<file path="config.mk">
export PLATFORM = sky130hd
export DESIGN_NAME = sscpc_top
export DESIGN_NICKNAME = d
export VERILOG_FILES = /design/src/sscpc_pkg.sv /design/src/sscpc_hold_if.sv /design/src/sscpc_sync.sv /design/src/sscpc_holdoff.sv /design/src/sscpc_top.sv
export SDC_FILE = /design/constraint.sdc
export NUM_CORES = 1
export LEC_CHECK = 0
export ABC_AREA = 1
export BUFFER_PORTS_ARGS = -buffer_cell sky130_fd_sc_hd__buf_4
export CORE_UTILIZATION = 58
export CTS_CLUSTER_SIZE = 25
export DETAILED_ROUTE_END_ITERATION = 6
export PLACE_DENSITY = 0.89
export SYNTH_ARGS = -nofsm -noshare
export SYNTH_HDL_FRONTEND = slang
export SYNTH_SLANG_ARGS = --single-unit
</file>
<file path="constraint.sdc">
create_clock -name mclk -period 2.2 [get_ports mclk]
set_clock_uncertainty 0.1 [all_clocks]
set_input_delay 0.11 -clock mclk [delete_from_list [all_inputs] [get_ports mclk]]
set_output_delay 0.11 -clock mclk [all_outputs]
set_load 0.1 [all_outputs]
</file>
<file path="src/sscpc_pkg.sv">
// Shared constants and types for the spread clock PLL control block
package sscpc_pkg;

  // Bus geometry: register index is byte address divided by four
  localparam int          ADDR_W = 8;
  localparam int          DATA_W = 32;
  localparam int          IDX_W  = 6;
  localparam int          IDX_LSB = 2;
  localparam int          REG_W  = 8;
  localparam int          HOLD_W = 7;
  localparam int          PAGE_W = 4;
  localparam int          MULT_W = 9;

  // Register indices
  localparam logic [IDX_W-1:0] IDX_SPREAD_CTRL2 = 6'h1b;
  localparam logic [IDX_W-1:0] IDX_MULT_M       = 6'h1c;
  localparam logic [IDX_W-1:0] IDX_DIV_N        = 6'h1d;
  localparam logic [IDX_W-1:0] IDX_FIFO_HOLD    = 6'h1e;
  localparam logic [IDX_W-1:0] IDX_PAGE         = 6'h1f;
  localparam logic [IDX_W-1:0] IDX_STATUS       = 6'h20;

  // Page that holds the clock control registers
  localparam logic [PAGE_W-1:0] PAGE_SPREAD = 4'h2;
  localparam logic [PAGE_W-1:0] PAGE_RESET  = 4'h0;

  // Reset values
  localparam logic [REG_W-1:0] CTRL2_RESET = 8'h02;
  localparam logic [REG_W-1:0] MULT_RESET  = 8'h00;
  localparam logic [REG_W-1:0] DIV_RESET   = 8'h00;
  localparam logic [HOLD_W-1:0] HOLD_RESET = 7'h00;

  // Field positions in spread_control_two
  localparam int C2_LOAD_SM   = 7;
  localparam int C2_FIFO_LS   = 6;
  localparam int C2_WAVE_LS   = 5;
  localparam int C2_OVR_SECOND_MULTIPLIER_LOOP  = 4;
  localparam int C2_OVR_FIRST_MULTIPLIER_LOOP  = 3;
  localparam int C2_MAX_RATE  = 2;
  localparam int C2_MODE_HI   = 1;
  localparam int C2_MODE_LO   = 0;

  // Field positions in fifo_reset_and_holdoff
  localparam int FH_FIFO_RST  = 7;
  localparam int FH_HOLD_HI   = 6;

  // Field positions in the status register
  localparam int ST_FIRST_MULTIPLIER_LOOP_LOCK = 0;
  localparam int ST_SECOND_MULTIPLIER_LOOP_LOCK = 1;
  localparam int ST_HOLD_BUSY = 2;
  localparam int ST_SPREAD_ON = 3;

  // Bit positions of the synchronised pins
  localparam int PIN_LINE = 0;
  localparam int PIN_DET1 = 1;
  localparam int PIN_DET2 = 2;

  // AXI responses
  localparam logic [1:0] RESP_OKAY   = 2'b00;
  localparam logic [1:0] RESP_SLVERR = 2'b10;

  // PLL mode codes
  typedef enum logic [1:0] {
    MODE_OUT_MULT   = 2'b00,
    MODE_ALL_MULT   = 2'b01,
    MODE_OFF        = 2'b10,
    MODE_ALL_NOMULT = 2'b11
  } sscpc_mode_t;

endpackage

</file>
<file path="src/sscpc_hold_if.sv">
// Holdoff request and completion signals between control and counter
interface sscpc_hold_if;
  import sscpc_pkg::*;
  logic              trig;
  logic [HOLD_W-1:0] count;
  logic              fire;
  logic              busy;
  modport ctrl (output trig, output count, input fire, input busy);
  modport cnt  (input trig, input count, output fire, output busy);
endinterface

</file>
<file path="src/sscpc_sync.sv">
// Two-flop synchroniser for asynchronous pin levels
module sscpc_sync #(
  parameter int W = 3
) (
  // Clock and reset
  input  wire logic         mclk,
  input  wire logic         resetn,
  // Levels
  input  wire logic [W-1:0] asyncIn,
  output logic      [W-1:0] syncOut
);
  typedef struct packed {
    logic [W-1:0] stage1;
    logic [W-1:0] stage2;
  } sscpc_sync_t;

  sscpc_sync_t st_ff;
  sscpc_sync_t nxt_st;

  always_comb begin
    nxt_st        = st_ff;
    nxt_st.stage1 = asyncIn;
    nxt_st.stage2 = st_ff.stage1;
  end

  always_ff @(posedge mclk or negedge resetn) begin
    if (!resetn) begin
      st_ff <= '0;
    end else begin
      st_ff <= nxt_st;
    end
  end

  assign syncOut = st_ff.stage2;
endmodule

</file>
<file path="src/sscpc_holdoff.sv">
// Holdoff counter that delays line-sync resets by a programmed cycle count
module sscpc_holdoff (
  // Clock and reset
  input  wire logic mclk,
  input  wire logic resetn,
  // Request and completion
  sscpc_hold_if.cnt hold
);
  import sscpc_pkg::*;

  typedef enum logic {
    HO_IDLE  = 1'b0,
    HO_COUNT = 1'b1
  } sscpc_ho_state_t;

  typedef struct packed {
    sscpc_ho_state_t   state;
    logic [HOLD_W-1:0] remain;
    logic              fire;
  } sscpc_ho_t;

  sscpc_ho_t st_ff;
  sscpc_ho_t nxt_st;

  always_comb begin
    nxt_st      = st_ff;
    nxt_st.fire = 1'b0;
    case (st_ff.state)
      HO_IDLE: begin
        if (hold.trig && hold.count == '0) begin
          nxt_st.fire = 1'b1;
        end else if (hold.trig) begin
          nxt_st.remain = hold.count;
          nxt_st.state  = HO_COUNT;
        end
      end
      HO_COUNT: begin
        // A new line sync restarts the wait rather than stacking
        if (hold.trig && hold.count == '0) begin
          nxt_st.fire  = 1'b1;
          nxt_st.state = HO_IDLE;
        end else if (hold.trig) begin
          nxt_st.remain = hold.count;
        end else if (st_ff.remain == 7'h01) begin
          nxt_st.fire  = 1'b1;
          nxt_st.state = HO_IDLE;
        end else begin
          nxt_st.remain = st_ff.remain - 7'h01;
        end
      end
      default: begin
        nxt_st.state = HO_IDLE;
      end
    endcase
  end

  always_ff @(posedge mclk or negedge resetn) begin
    if (!resetn) begin
      st_ff <= '{state: HO_IDLE, remain: '0, fire: 1'b0};
    end else begin
      st_ff <= nxt_st;
    end
  end

  assign hold.fire = st_ff.fire;
  assign hold.busy = (st_ff.state == HO_COUNT);
endmodule

</file>
<file path="src/sscpc_top.sv">
// Register file and control for the spread clock PLL pair, AXI4-Lite slave
// What this block does
// - The second loop override bit forces its lock indication high.
// - The first loop override bit forces its lock indication high.
// - The max-rate bit drives modulation at its highest rate.
// - The mode field resets to the code with both loops and spreading off.
// - Mode codes 11, 01 and 00 pick the three spread configurations.
// - The divider N is the stored byte plus one, 1 to 256.
// - Writing 1 to the FIFO reset bit pulses a FIFO reset and self-clears.
// - Line-sync resets wait the programmed holdoff, 0 to 127 cycles.
// - With its enable set, each line sync not followed by another within the holdoff restarts the spread waveform.
// - FIFO resets on spread start, and on line sync when enabled.
//
// The AXI4-Lite register port was decided locally.
module sscpc_top (
  // Clock and reset
  input  wire logic                          mclk,
  input  wire logic                          resetn,
  // AXI4-Lite write address
  input  wire logic [sscpc_pkg::ADDR_W-1:0]  s_axi_awaddr,
  input  wire logic                          s_axi_awvalid,
  output logic                               s_axi_awready,
  // AXI4-Lite write data
  input  wire logic [sscpc_pkg::DATA_W-1:0]  s_axi_wdata,
  input  wire logic [3:0]                    s_axi_wstrb,
  input  wire logic                          s_axi_wvalid,
  output logic                               s_axi_wready,
  // AXI4-Lite write response
  output logic [1:0]                         s_axi_bresp,
  output logic                               s_axi_bvalid,
  input  wire logic                          s_axi_bready,
  // AXI4-Lite read address
  input  wire logic [sscpc_pkg::ADDR_W-1:0]  s_axi_araddr,
  input  wire logic                          s_axi_arvalid,
  output logic                               s_axi_arready,
  // AXI4-Lite read data
  output logic [sscpc_pkg::DATA_W-1:0]       s_axi_rdata,
  output logic [1:0]                         s_axi_rresp,
  output logic                               s_axi_rvalid,
  input  wire logic                          s_axi_rready,
  // Pins from the analog side
  input  wire logic                          lineSyncPulse,
  input  wire logic                          firstLoopDetLock,
  input  wire logic                          secondLoopDetLock,
  // Control to the clock generator
  output logic                               firstLoopLocked,
  output logic                               secondLoopLocked,
  output logic                               maxModulationRate,
  output sscpc_pkg::sscpc_mode_t             pllMode,
  output logic [sscpc_pkg::MULT_W-1:0]       multiplyM,
  output logic [sscpc_pkg::MULT_W-1:0]       divideN,
  output logic                               fifoReset,
  output logic                               waveformReset,
  output logic                               modulatorLoad
);
  import sscpc_pkg::*;

  // Register index taken from a byte address
  function automatic logic [IDX_W-1:0] addrIndex(input logic [ADDR_W-1:0] a);
    return a[IDX_LSB +: IDX_W];
  endfunction

  // Stored value plus one, as the loop divider sees it
  function automatic logic [MULT_W-1:0] plusOne(input logic [REG_W-1:0] v);
    return {1'b0, v} + 9'h001;
  endfunction

  // True for any index up to the status register, whatever the current page
  function automatic logic isMapped(input logic [IDX_W-1:0] idx,
                                    input logic [PAGE_W-1:0] pg);
    logic hit;
    hit = 1'b0;
    if (idx == IDX_PAGE || idx == IDX_STATUS) begin
      hit = 1'b1;
    end else if (pg != PAGE_SPREAD) begin
      hit = (idx < IDX_PAGE);
    end else if (idx == IDX_SPREAD_CTRL2 || idx == IDX_MULT_M) begin
      hit = 1'b1;
    end else if (idx == IDX_DIV_N || idx == IDX_FIFO_HOLD) begin
      hit = 1'b1;
    end else begin
      hit = (idx < IDX_PAGE);
    end
    return hit;
  endfunction

  typedef struct packed {
    // Bus channel state
    logic                 awHeld;
    logic [IDX_W-1:0]     awIdx;
    logic                 wHeld;
    logic [REG_W-1:0]     wData;
    logic                 wLane;
    logic                 awReady;
    logic                 wReady;
    logic                 bValid;
    logic [1:0]           bResp;
    logic                 arReady;
    logic                 rValid;
    logic [DATA_W-1:0]    rData;
    logic [1:0]           rResp;
    // Registers
    logic [PAGE_W-1:0]    page;
    logic [REG_W-1:0]     ctrl2;
    logic [REG_W-1:0]     multRaw;
    logic [REG_W-1:0]     divRaw;
    logic [HOLD_W-1:0]    holdoff;
    // Derived outputs
    logic                 lock1;
    logic                 lock2;
    logic                 maxRate;
    sscpc_mode_t          mode;
    logic [MULT_W-1:0]    multOut;
    logic [MULT_W-1:0]    divOut;
    logic                 fifoRst;
    logic                 waveRst;
    logic                 smLoad;
    // Event tracking
    logic                 syncPrev;
    sscpc_mode_t          prevMode;
    logic                 holdTrig;
  } sscpc_top_t;

  sscpc_top_t st_ff;
  sscpc_top_t nxt_st;

  // Comes up with both loops off and unity ratios
  localparam sscpc_top_t TOP_RESET = '{
    awHeld: 1'b0,
    awIdx: '0,
    wHeld: 1'b0,
    wData: '0,
    wLane: 1'b0,
    awReady: 1'b0,
    wReady: 1'b0,
    bValid: 1'b0,
    bResp: RESP_OKAY,
    arReady: 1'b0,
    rValid: 1'b0,
    rData: '0,
    rResp: RESP_OKAY,
    page: PAGE_RESET,
    ctrl2: CTRL2_RESET,
    multRaw: MULT_RESET,
    divRaw: DIV_RESET,
    holdoff: HOLD_RESET,
    lock1: 1'b0,
    lock2: 1'b0,
    maxRate: 1'b0,
    mode: MODE_OFF,
    multOut: 9'h001,
    divOut: 9'h001,
    fifoRst: 1'b0,
    waveRst: 1'b0,
    smLoad: 1'b0,
    syncPrev: 1'b0,
    prevMode: MODE_OFF,
    holdTrig: 1'b0
  };

  // Synchronised pins: line sync, first and second lock detectors
  logic [2:0] pinRaw;
  logic [2:0] pinSync;

  assign pinRaw[PIN_LINE] = lineSyncPulse;
  assign pinRaw[PIN_DET1] = firstLoopDetLock;
  assign pinRaw[PIN_DET2] = secondLoopDetLock;

  sscpc_sync #(.W(3)) u_sync (
    .mclk    (mclk),
    .resetn  (resetn),
    .asyncIn (pinRaw),
    .syncOut (pinSync)
  );

  sscpc_hold_if hold ();

  sscpc_holdoff u_holdoff (
    .mclk   (mclk),
    .resetn (resetn),
    .hold   (hold)
  );

  // Count is latched at the trigger, so rewrites wait a line
  assign hold.trig  = st_ff.holdTrig;
  assign hold.count = st_ff.holdoff;

  logic            doWrite;
  logic            onSpread;
  logic            spreadStart;
  logic [IDX_W-1:0] arIdx;

  always_comb begin
    nxt_st      = st_ff;
    arIdx       = addrIndex(s_axi_araddr);
    onSpread    = (st_ff.page == PAGE_SPREAD);
    doWrite     = st_ff.awHeld && st_ff.wHeld && !st_ff.bValid;
    spreadStart = 1'b0;

    // Write address and data are taken independently, in either order
    if (s_axi_awvalid && st_ff.awReady) begin
      nxt_st.awHeld = 1'b1;
      nxt_st.awIdx  = addrIndex(s_axi_awaddr);
    end
    if (s_axi_wvalid && st_ff.wReady) begin
      nxt_st.wHeld = 1'b1;
      nxt_st.wData = s_axi_wdata[REG_W-1:0];
      nxt_st.wLane = s_axi_wstrb[0];
    end

    // Self-clearing strobes default low
    nxt_st.fifoRst  = 1'b0;
    nxt_st.waveRst  = 1'b0;
    nxt_st.smLoad   = 1'b0;
    nxt_st.holdTrig = 1'b0;

    if (doWrite) begin
      nxt_st.awHeld = 1'b0;
      nxt_st.wHeld  = 1'b0;
      nxt_st.bValid = 1'b1;
      nxt_st.bResp  = isMapped(st_ff.awIdx, st_ff.page) ? RESP_OKAY : RESP_SLVERR;
      if (st_ff.wLane) begin
        // page register answers on every page
        if (st_ff.awIdx == IDX_PAGE) begin
          nxt_st.page = st_ff.wData[PAGE_W-1:0];
        end else if (onSpread && st_ff.awIdx == IDX_SPREAD_CTRL2) begin
          nxt_st.ctrl2            = st_ff.wData;
          nxt_st.ctrl2[C2_LOAD_SM] = 1'b0;
          nxt_st.smLoad           = st_ff.wData[C2_LOAD_SM];
        end else if (onSpread && st_ff.awIdx == IDX_MULT_M) begin
          nxt_st.multRaw = st_ff.wData;
        end else if (onSpread && st_ff.awIdx == IDX_DIV_N) begin
          nxt_st.divRaw = st_ff.wData;
        end else if (onSpread && st_ff.awIdx == IDX_FIFO_HOLD) begin
          nxt_st.holdoff = st_ff.wData[FH_HOLD_HI:0];
          // one-cycle FIFO reset, bit never stored
          nxt_st.fifoRst = st_ff.wData[FH_FIFO_RST];
        end
      end
    end
    if (st_ff.bValid && s_axi_bready) begin
      nxt_st.bValid = 1'b0;
    end
    // Readies stay low until the response is taken
    nxt_st.awReady = !nxt_st.awHeld && !nxt_st.bValid;
    nxt_st.wReady  = !nxt_st.wHeld && !nxt_st.bValid;

    // Read channel: one outstanding read, answered the cycle after it is taken
    if (s_axi_arvalid && st_ff.arReady) begin
      nxt_st.rValid = 1'b1;
      nxt_st.rResp  = isMapped(arIdx, st_ff.page) ? RESP_OKAY : RESP_SLVERR;
      nxt_st.rData  = '0;
      if (arIdx == IDX_PAGE) begin
        nxt_st.rData[PAGE_W-1:0] = st_ff.page;
      end else if (arIdx == IDX_STATUS) begin
        nxt_st.rData[ST_FIRST_MULTIPLIER_LOOP_LOCK] = st_ff.lock1;
        nxt_st.rData[ST_SECOND_MULTIPLIER_LOOP_LOCK] = st_ff.lock2;
        nxt_st.rData[ST_HOLD_BUSY] = hold.busy;
        nxt_st.rData[ST_SPREAD_ON] = (st_ff.mode != MODE_OFF);
      end else if (onSpread && arIdx == IDX_SPREAD_CTRL2) begin
        nxt_st.rData[REG_W-1:0] = st_ff.ctrl2;
      end else if (onSpread && arIdx == IDX_MULT_M) begin
        nxt_st.rData[REG_W-1:0] = st_ff.multRaw;
      end else if (onSpread && arIdx == IDX_DIV_N) begin
        nxt_st.rData[REG_W-1:0] = st_ff.divRaw;
      end else if (onSpread && arIdx == IDX_FIFO_HOLD) begin
        // Reset bit self-clears, so it always reads back as zero
        nxt_st.rData[FH_HOLD_HI:0] = st_ff.holdoff;
      end
    end
    if (st_ff.rValid && s_axi_rready) begin
      nxt_st.rValid = 1'b0;
    end
    // No new read is taken while an answer waits
    nxt_st.arReady = !nxt_st.rValid;

    // second loop lock forced by override
    nxt_st.lock2 = pinSync[PIN_DET2] || st_ff.ctrl2[C2_OVR_SECOND_MULTIPLIER_LOOP];
    // first loop lock forced by override
    nxt_st.lock1 = pinSync[PIN_DET1] || st_ff.ctrl2[C2_OVR_FIRST_MULTIPLIER_LOOP];
    nxt_st.maxRate = st_ff.ctrl2[C2_MAX_RATE];
    // mode field passed straight to the clock generator
    nxt_st.mode = sscpc_mode_t'(st_ff.ctrl2[C2_MODE_HI:C2_MODE_LO]);
    nxt_st.multOut = plusOne(st_ff.multRaw);
    nxt_st.divOut = plusOne(st_ff.divRaw);

    // leaving the disabled mode starts spreading
    nxt_st.prevMode = st_ff.mode;
    spreadStart     = (st_ff.prevMode == MODE_OFF) && (st_ff.mode != MODE_OFF);
    if (spreadStart) begin
      nxt_st.fifoRst = 1'b1;
      nxt_st.smLoad  = 1'b1;
    end

    // rising line sync starts the holdoff
    nxt_st.syncPrev = pinSync[PIN_LINE];
    nxt_st.holdTrig = pinSync[PIN_LINE] && !st_ff.syncPrev;

    // Enables are sampled when the holdoff expires, not at the line sync
    if (hold.fire) begin
      // FIFO reset on line sync when enabled
      if (st_ff.ctrl2[C2_FIFO_LS]) begin
        nxt_st.fifoRst = 1'b1;
      end
      // waveform restart on line sync when enabled
      if (st_ff.ctrl2[C2_WAVE_LS]) begin
        nxt_st.waveRst = 1'b1;
      end
    end
  end

  always_ff @(posedge mclk or negedge resetn) begin
    if (!resetn) begin
      st_ff <= TOP_RESET;
    end else begin
      st_ff <= nxt_st;
    end
  end

  // Bus outputs
  assign s_axi_awready = st_ff.awReady;
  assign s_axi_wready  = st_ff.wReady;
  assign s_axi_bvalid  = st_ff.bValid;
  assign s_axi_bresp   = st_ff.bResp;
  assign s_axi_arready = st_ff.arReady;
  assign s_axi_rvalid  = st_ff.rValid;
  assign s_axi_rdata   = st_ff.rData;
  assign s_axi_rresp   = st_ff.rResp;

  // Clock generator outputs
  assign firstLoopLocked   = st_ff.lock1;
  assign secondLoopLocked  = st_ff.lock2;
  assign maxModulationRate = st_ff.maxRate;
  assign pllMode           = st_ff.mode;
  assign multiplyM         = st_ff.multOut;
  assign divideN           = st_ff.divOut;
  assign fifoReset         = st_ff.fifoRst;
  assign waveformReset     = st_ff.waveRst;
  assign modulatorLoad     = st_ff.smLoad;
endmodule

</file>
==> impl_metrics.sql <==
INSERT INTO impl_metrics (metric_group, metric, value, unit) VALUES
('min_path', 'hold_class', 'in2async', ''),
('placement', 'placement.cell_area', '5600', 'µm²'),
('timing', 'worst-slew-pin-transition', '0.520', 'ns'),
('cells_and_area', 'n_antenna_cell', '0', ''),
('synthesis', 'synth_fa_ha_area_share', '0.950', '%'),
('die', 'floorplan.io_pins', '129', ''),
('cells_and_area', 'final_design_area_no_fill', '6060', 'µm²'),
('critical_path', 'reg2reg_from', 'st_ff[63]', ''),
('run_status', 'run_status', 'finished clean', ''),
('timing', 'post-route-period-util', '83.1', '%'),
('pwr', 'switchingPower', '0.00263', 'W'),
('critical_path', 'critPathBufInv', '2', ''),
('critical_path', 'critical-path-max-stage-delay', '0.39', 'ns'),
('timing', 'setup-tns-final', '0', 'ns'),
('cells_and_area', 'fin_nets', '725', ''),
('placement', 'gp_congestion', '0.900', ''),
('synthesis', 'synth_seq_area_share', '52.8', '%'),
('synthesis', 'yosys_register_bits', '111', ''),
('pwr', 'total_power', '0.00612', 'W'),
('cells_and_area', 'syn_to_final_growth', '15.1', '%'),
('critical_path', 'cpLargestDelayFamily', 'simple AND/OR/NAND/NOR gates', ''),
('pwr', 'p_clk_share', '21.0', '%'),
('critical_path', 'arrival_worst_endpoint', '1.99', 'ns'),
('pwr', 'share_seq_of_total_power', '41.6', '%'),
('synthesis', 'synth_warnings', '0', ''),
('global_route', 'first_global_vias', '3832', ''),
('global_route', 'track_usage', '24.0', '%'),
('synthesis', 'syn_area', '5270', 'µm²'),
('cells_and_area', 'layout-drive-gt1-share', '19.9', '%'),
('critical_path', 'cp.required', '2.36', 'ns'),
('synthesis', 'synth-edff-count', '0', ''),
('clock_tree', 'htree_levels', '3', ''),
('synthesis', 'synth_cell_type_count', '37', ''),
('synthesis', 'synth-compound-area-share', '9.43', '%'),
('pwr', 'vdd.ir_drop.worst', '817', 'µV'),
('clock_tree', 'cts_max_path_buffers', '2', ''),
('die', 'core_area', '8760', 'µm²'),
('die', 'core.rowCount', '34', ''),
('clock_tree', 'cts_tree', 'done', ''),
('die', 'floorplan.die.height', '97.3', 'µm'),
('global_route', 'grt_start_max_net_pins', '41', ''),
('routing', 'vias', '4008', ''),
('synthesis', 'synth-simple-area-share', '19.9', '%'),
('synthesis', 'syn_avg_cell_area', '8.98', 'µm²'),
('synthesis', 'synth_cells', '587', ''),
('timing', 'max_freq', '547', 'MHz'),
('cells_and_area', 'final_core_utilization', '69.2', '%'),
('timing', 'report.final.hold_viol_count', '0', ''),
('timing', 'final-setup-viol-count', '0', ''),
('pwr', 'swShare', '42.9', '%'),
('critical_path', 'reg2reg_slack', '0.37', 'ns'),
('timing', 'setup_repair_after_global_routing_missed_its_margin', 'false', ''),
('placement', 'place_inst', '731', ''),
('critical_path', 'crit_chain', 'inv_1 > nand2_2 > nor2_8 > inv_4 > nor3_4 > nand2_2 > nand2_1 > o21ai_2', ''),
('die', 'start_util', '60.1', '%'),
('critical_path', 'crit_fanout', '18', ''),
('clock_tree', 'num_clock_sinks', '111', ''),
('synthesis', 'synth_flop_cell', 'dfrtp_1', ''),
('timing', 'slew_headroom', '65.0', '%'),
('cells_and_area', 'final_cell_mix', '136 x nand2_1, 106 x dfrtp_1, 74 x buf_4', ''),
('critical_path', 'critical_path_class', 'reg2reg', ''),
('critical_path', 'endpoint_kind', 'flip-flop', ''),
('pwr', 'total_leakage_power', '3.06', 'nW'),
('clock_tree', 'clkLatencyLatePin', '0.37', 'ns'),
('synthesis', 'asyncSetResetFlopFracSynth', '100', '%'),
('clock_tree', 'post_cts_hold_buffer_count', '25', ''),
('routing', 'drt_first_pass_iters', '5', ''),
('pwr', 'power_report.internal_total', '0.00349', 'W'),
('clock_tree', 'post_cts_buffers', '0', ''),
('critical_path', 'cpMostUsedCell', 'nand2_2', ''),
('clock_tree', 'postCtsResizedCells', '0', '');
-- cell usage after synthesis (2+ instances only) --
master	count	share of area (%)
o22ai_1	2	0.24
nor3_4	2	0.62
buf_4	58	8.3
clkinv_1	2	0.14
nor2_1	35	2.5
nand2_2	4	0.47
nand3_2	2	0.38
inv_2	2	0.14
buf_2	3	0.28
dfstp_2	5	2.5
nand4_1	17	2.0
a21oi_1	8	0.76
o21ai_0	35	3.3
nor3_1	9	0.85
nand2_1	136	9.7
o211ai_1	2	0.28
o21ai_1	16	1.5
buf_6	2	0.43
or2_2	5	0.59
o31ai_1	2	0.28
ha_1	4	0.95
o21ai_2	16	2.7
dfrtp_1	106	50
xor2_1	13	2.2
nand3_1	19	1.8
inv_1	71	5.1
-- metrics by stage --
stage	hold WS, ns	worst slack [ns]
after floorplan	-0.286	0.198
after global placement	-0.0644	0.440
after detailed placement	-0.0587	0.400
after CTS	0.0886	0.385
after global routing	0.103	0.199
final	0.0793	0.371
-- registers in the layout, summed over array words and instances (netlist names), 2 cells and up --
register         cells
multiplyM            9
s_axi_rdata          8
divideN              9
st_ff               44
u_holdoff.st_ff      7
hold.count           7
nxt_st               3
u_sync.syncOut       3
pllMode              2
u_sync.nxt_st        3
-- worst reg2reg max path, delay by kind of cell (launching register included) --
family	cells	cell delay, ns
AOI/OAI and AO/OA	1	0.06
buffers and inverters	2	0.23
DFF	1	0.39
and+or+nand+nor	5	0.95
-- logic make-up (layout without fill, tap and decap cells) --
kind of cell	count (synthesis)	after routing
AND/OR/NAND/NOR	234	234
buffers and inverters	140	192
flip-flops	111	111
AO/OA/AOI/OAI	83	83
XOR/XNOR	14	14
adder cells (fa/ha/maj)	4	4
other	1	26
-- layer usage --
layer | track usage [%] | part of all wire [%]
met5 | 0 | 0
met3 | 3.60 | 4.4
met2 | 41.9 | 51
met1 | 30.5 | 42
met4 | 8.37 | 2.2
-- path summary, 6_finish.rpt --
| path | to | depth (start not counted) |
|---|---|---|
| worst max-delay path | st_ff[48] | 8 |
| worst min-delay path | multiplyM[4] | 2 |
| worst max register to register | st_ff[48] | 8 |
| worst min register to register | u_sync.syncOut[0] | 0 |
| max in group asynchronous | nxt_st[26] | 3 |
| min in group mclk | s_axi_rdata[5] | 4 |
-- power by group through the flow --
stage	clock network (W)	logic (W)	registers, W
floorplan	0	0.00147	0.00287
global placement	0	0.00215	0.00256
detailed placement	0	0.00220	0.00258
CTS	0.00130	0.00229	0.00254
global route	0.00139	0.00247	0.00258
finish	0.00129	0.00229	0.00254
-- final cells by class --
class	count	area [µm²]
Clock inverter	5	63.8
Timing Repair Buffer	100	826
Inverter	76	288
Tap cell	108	135
Sequential cell	111	2780
Fill cell	649	2700
Multi-Input combinational cell	361	1820
Clock buffer	11	151
(Power assumes the default switching activity.)
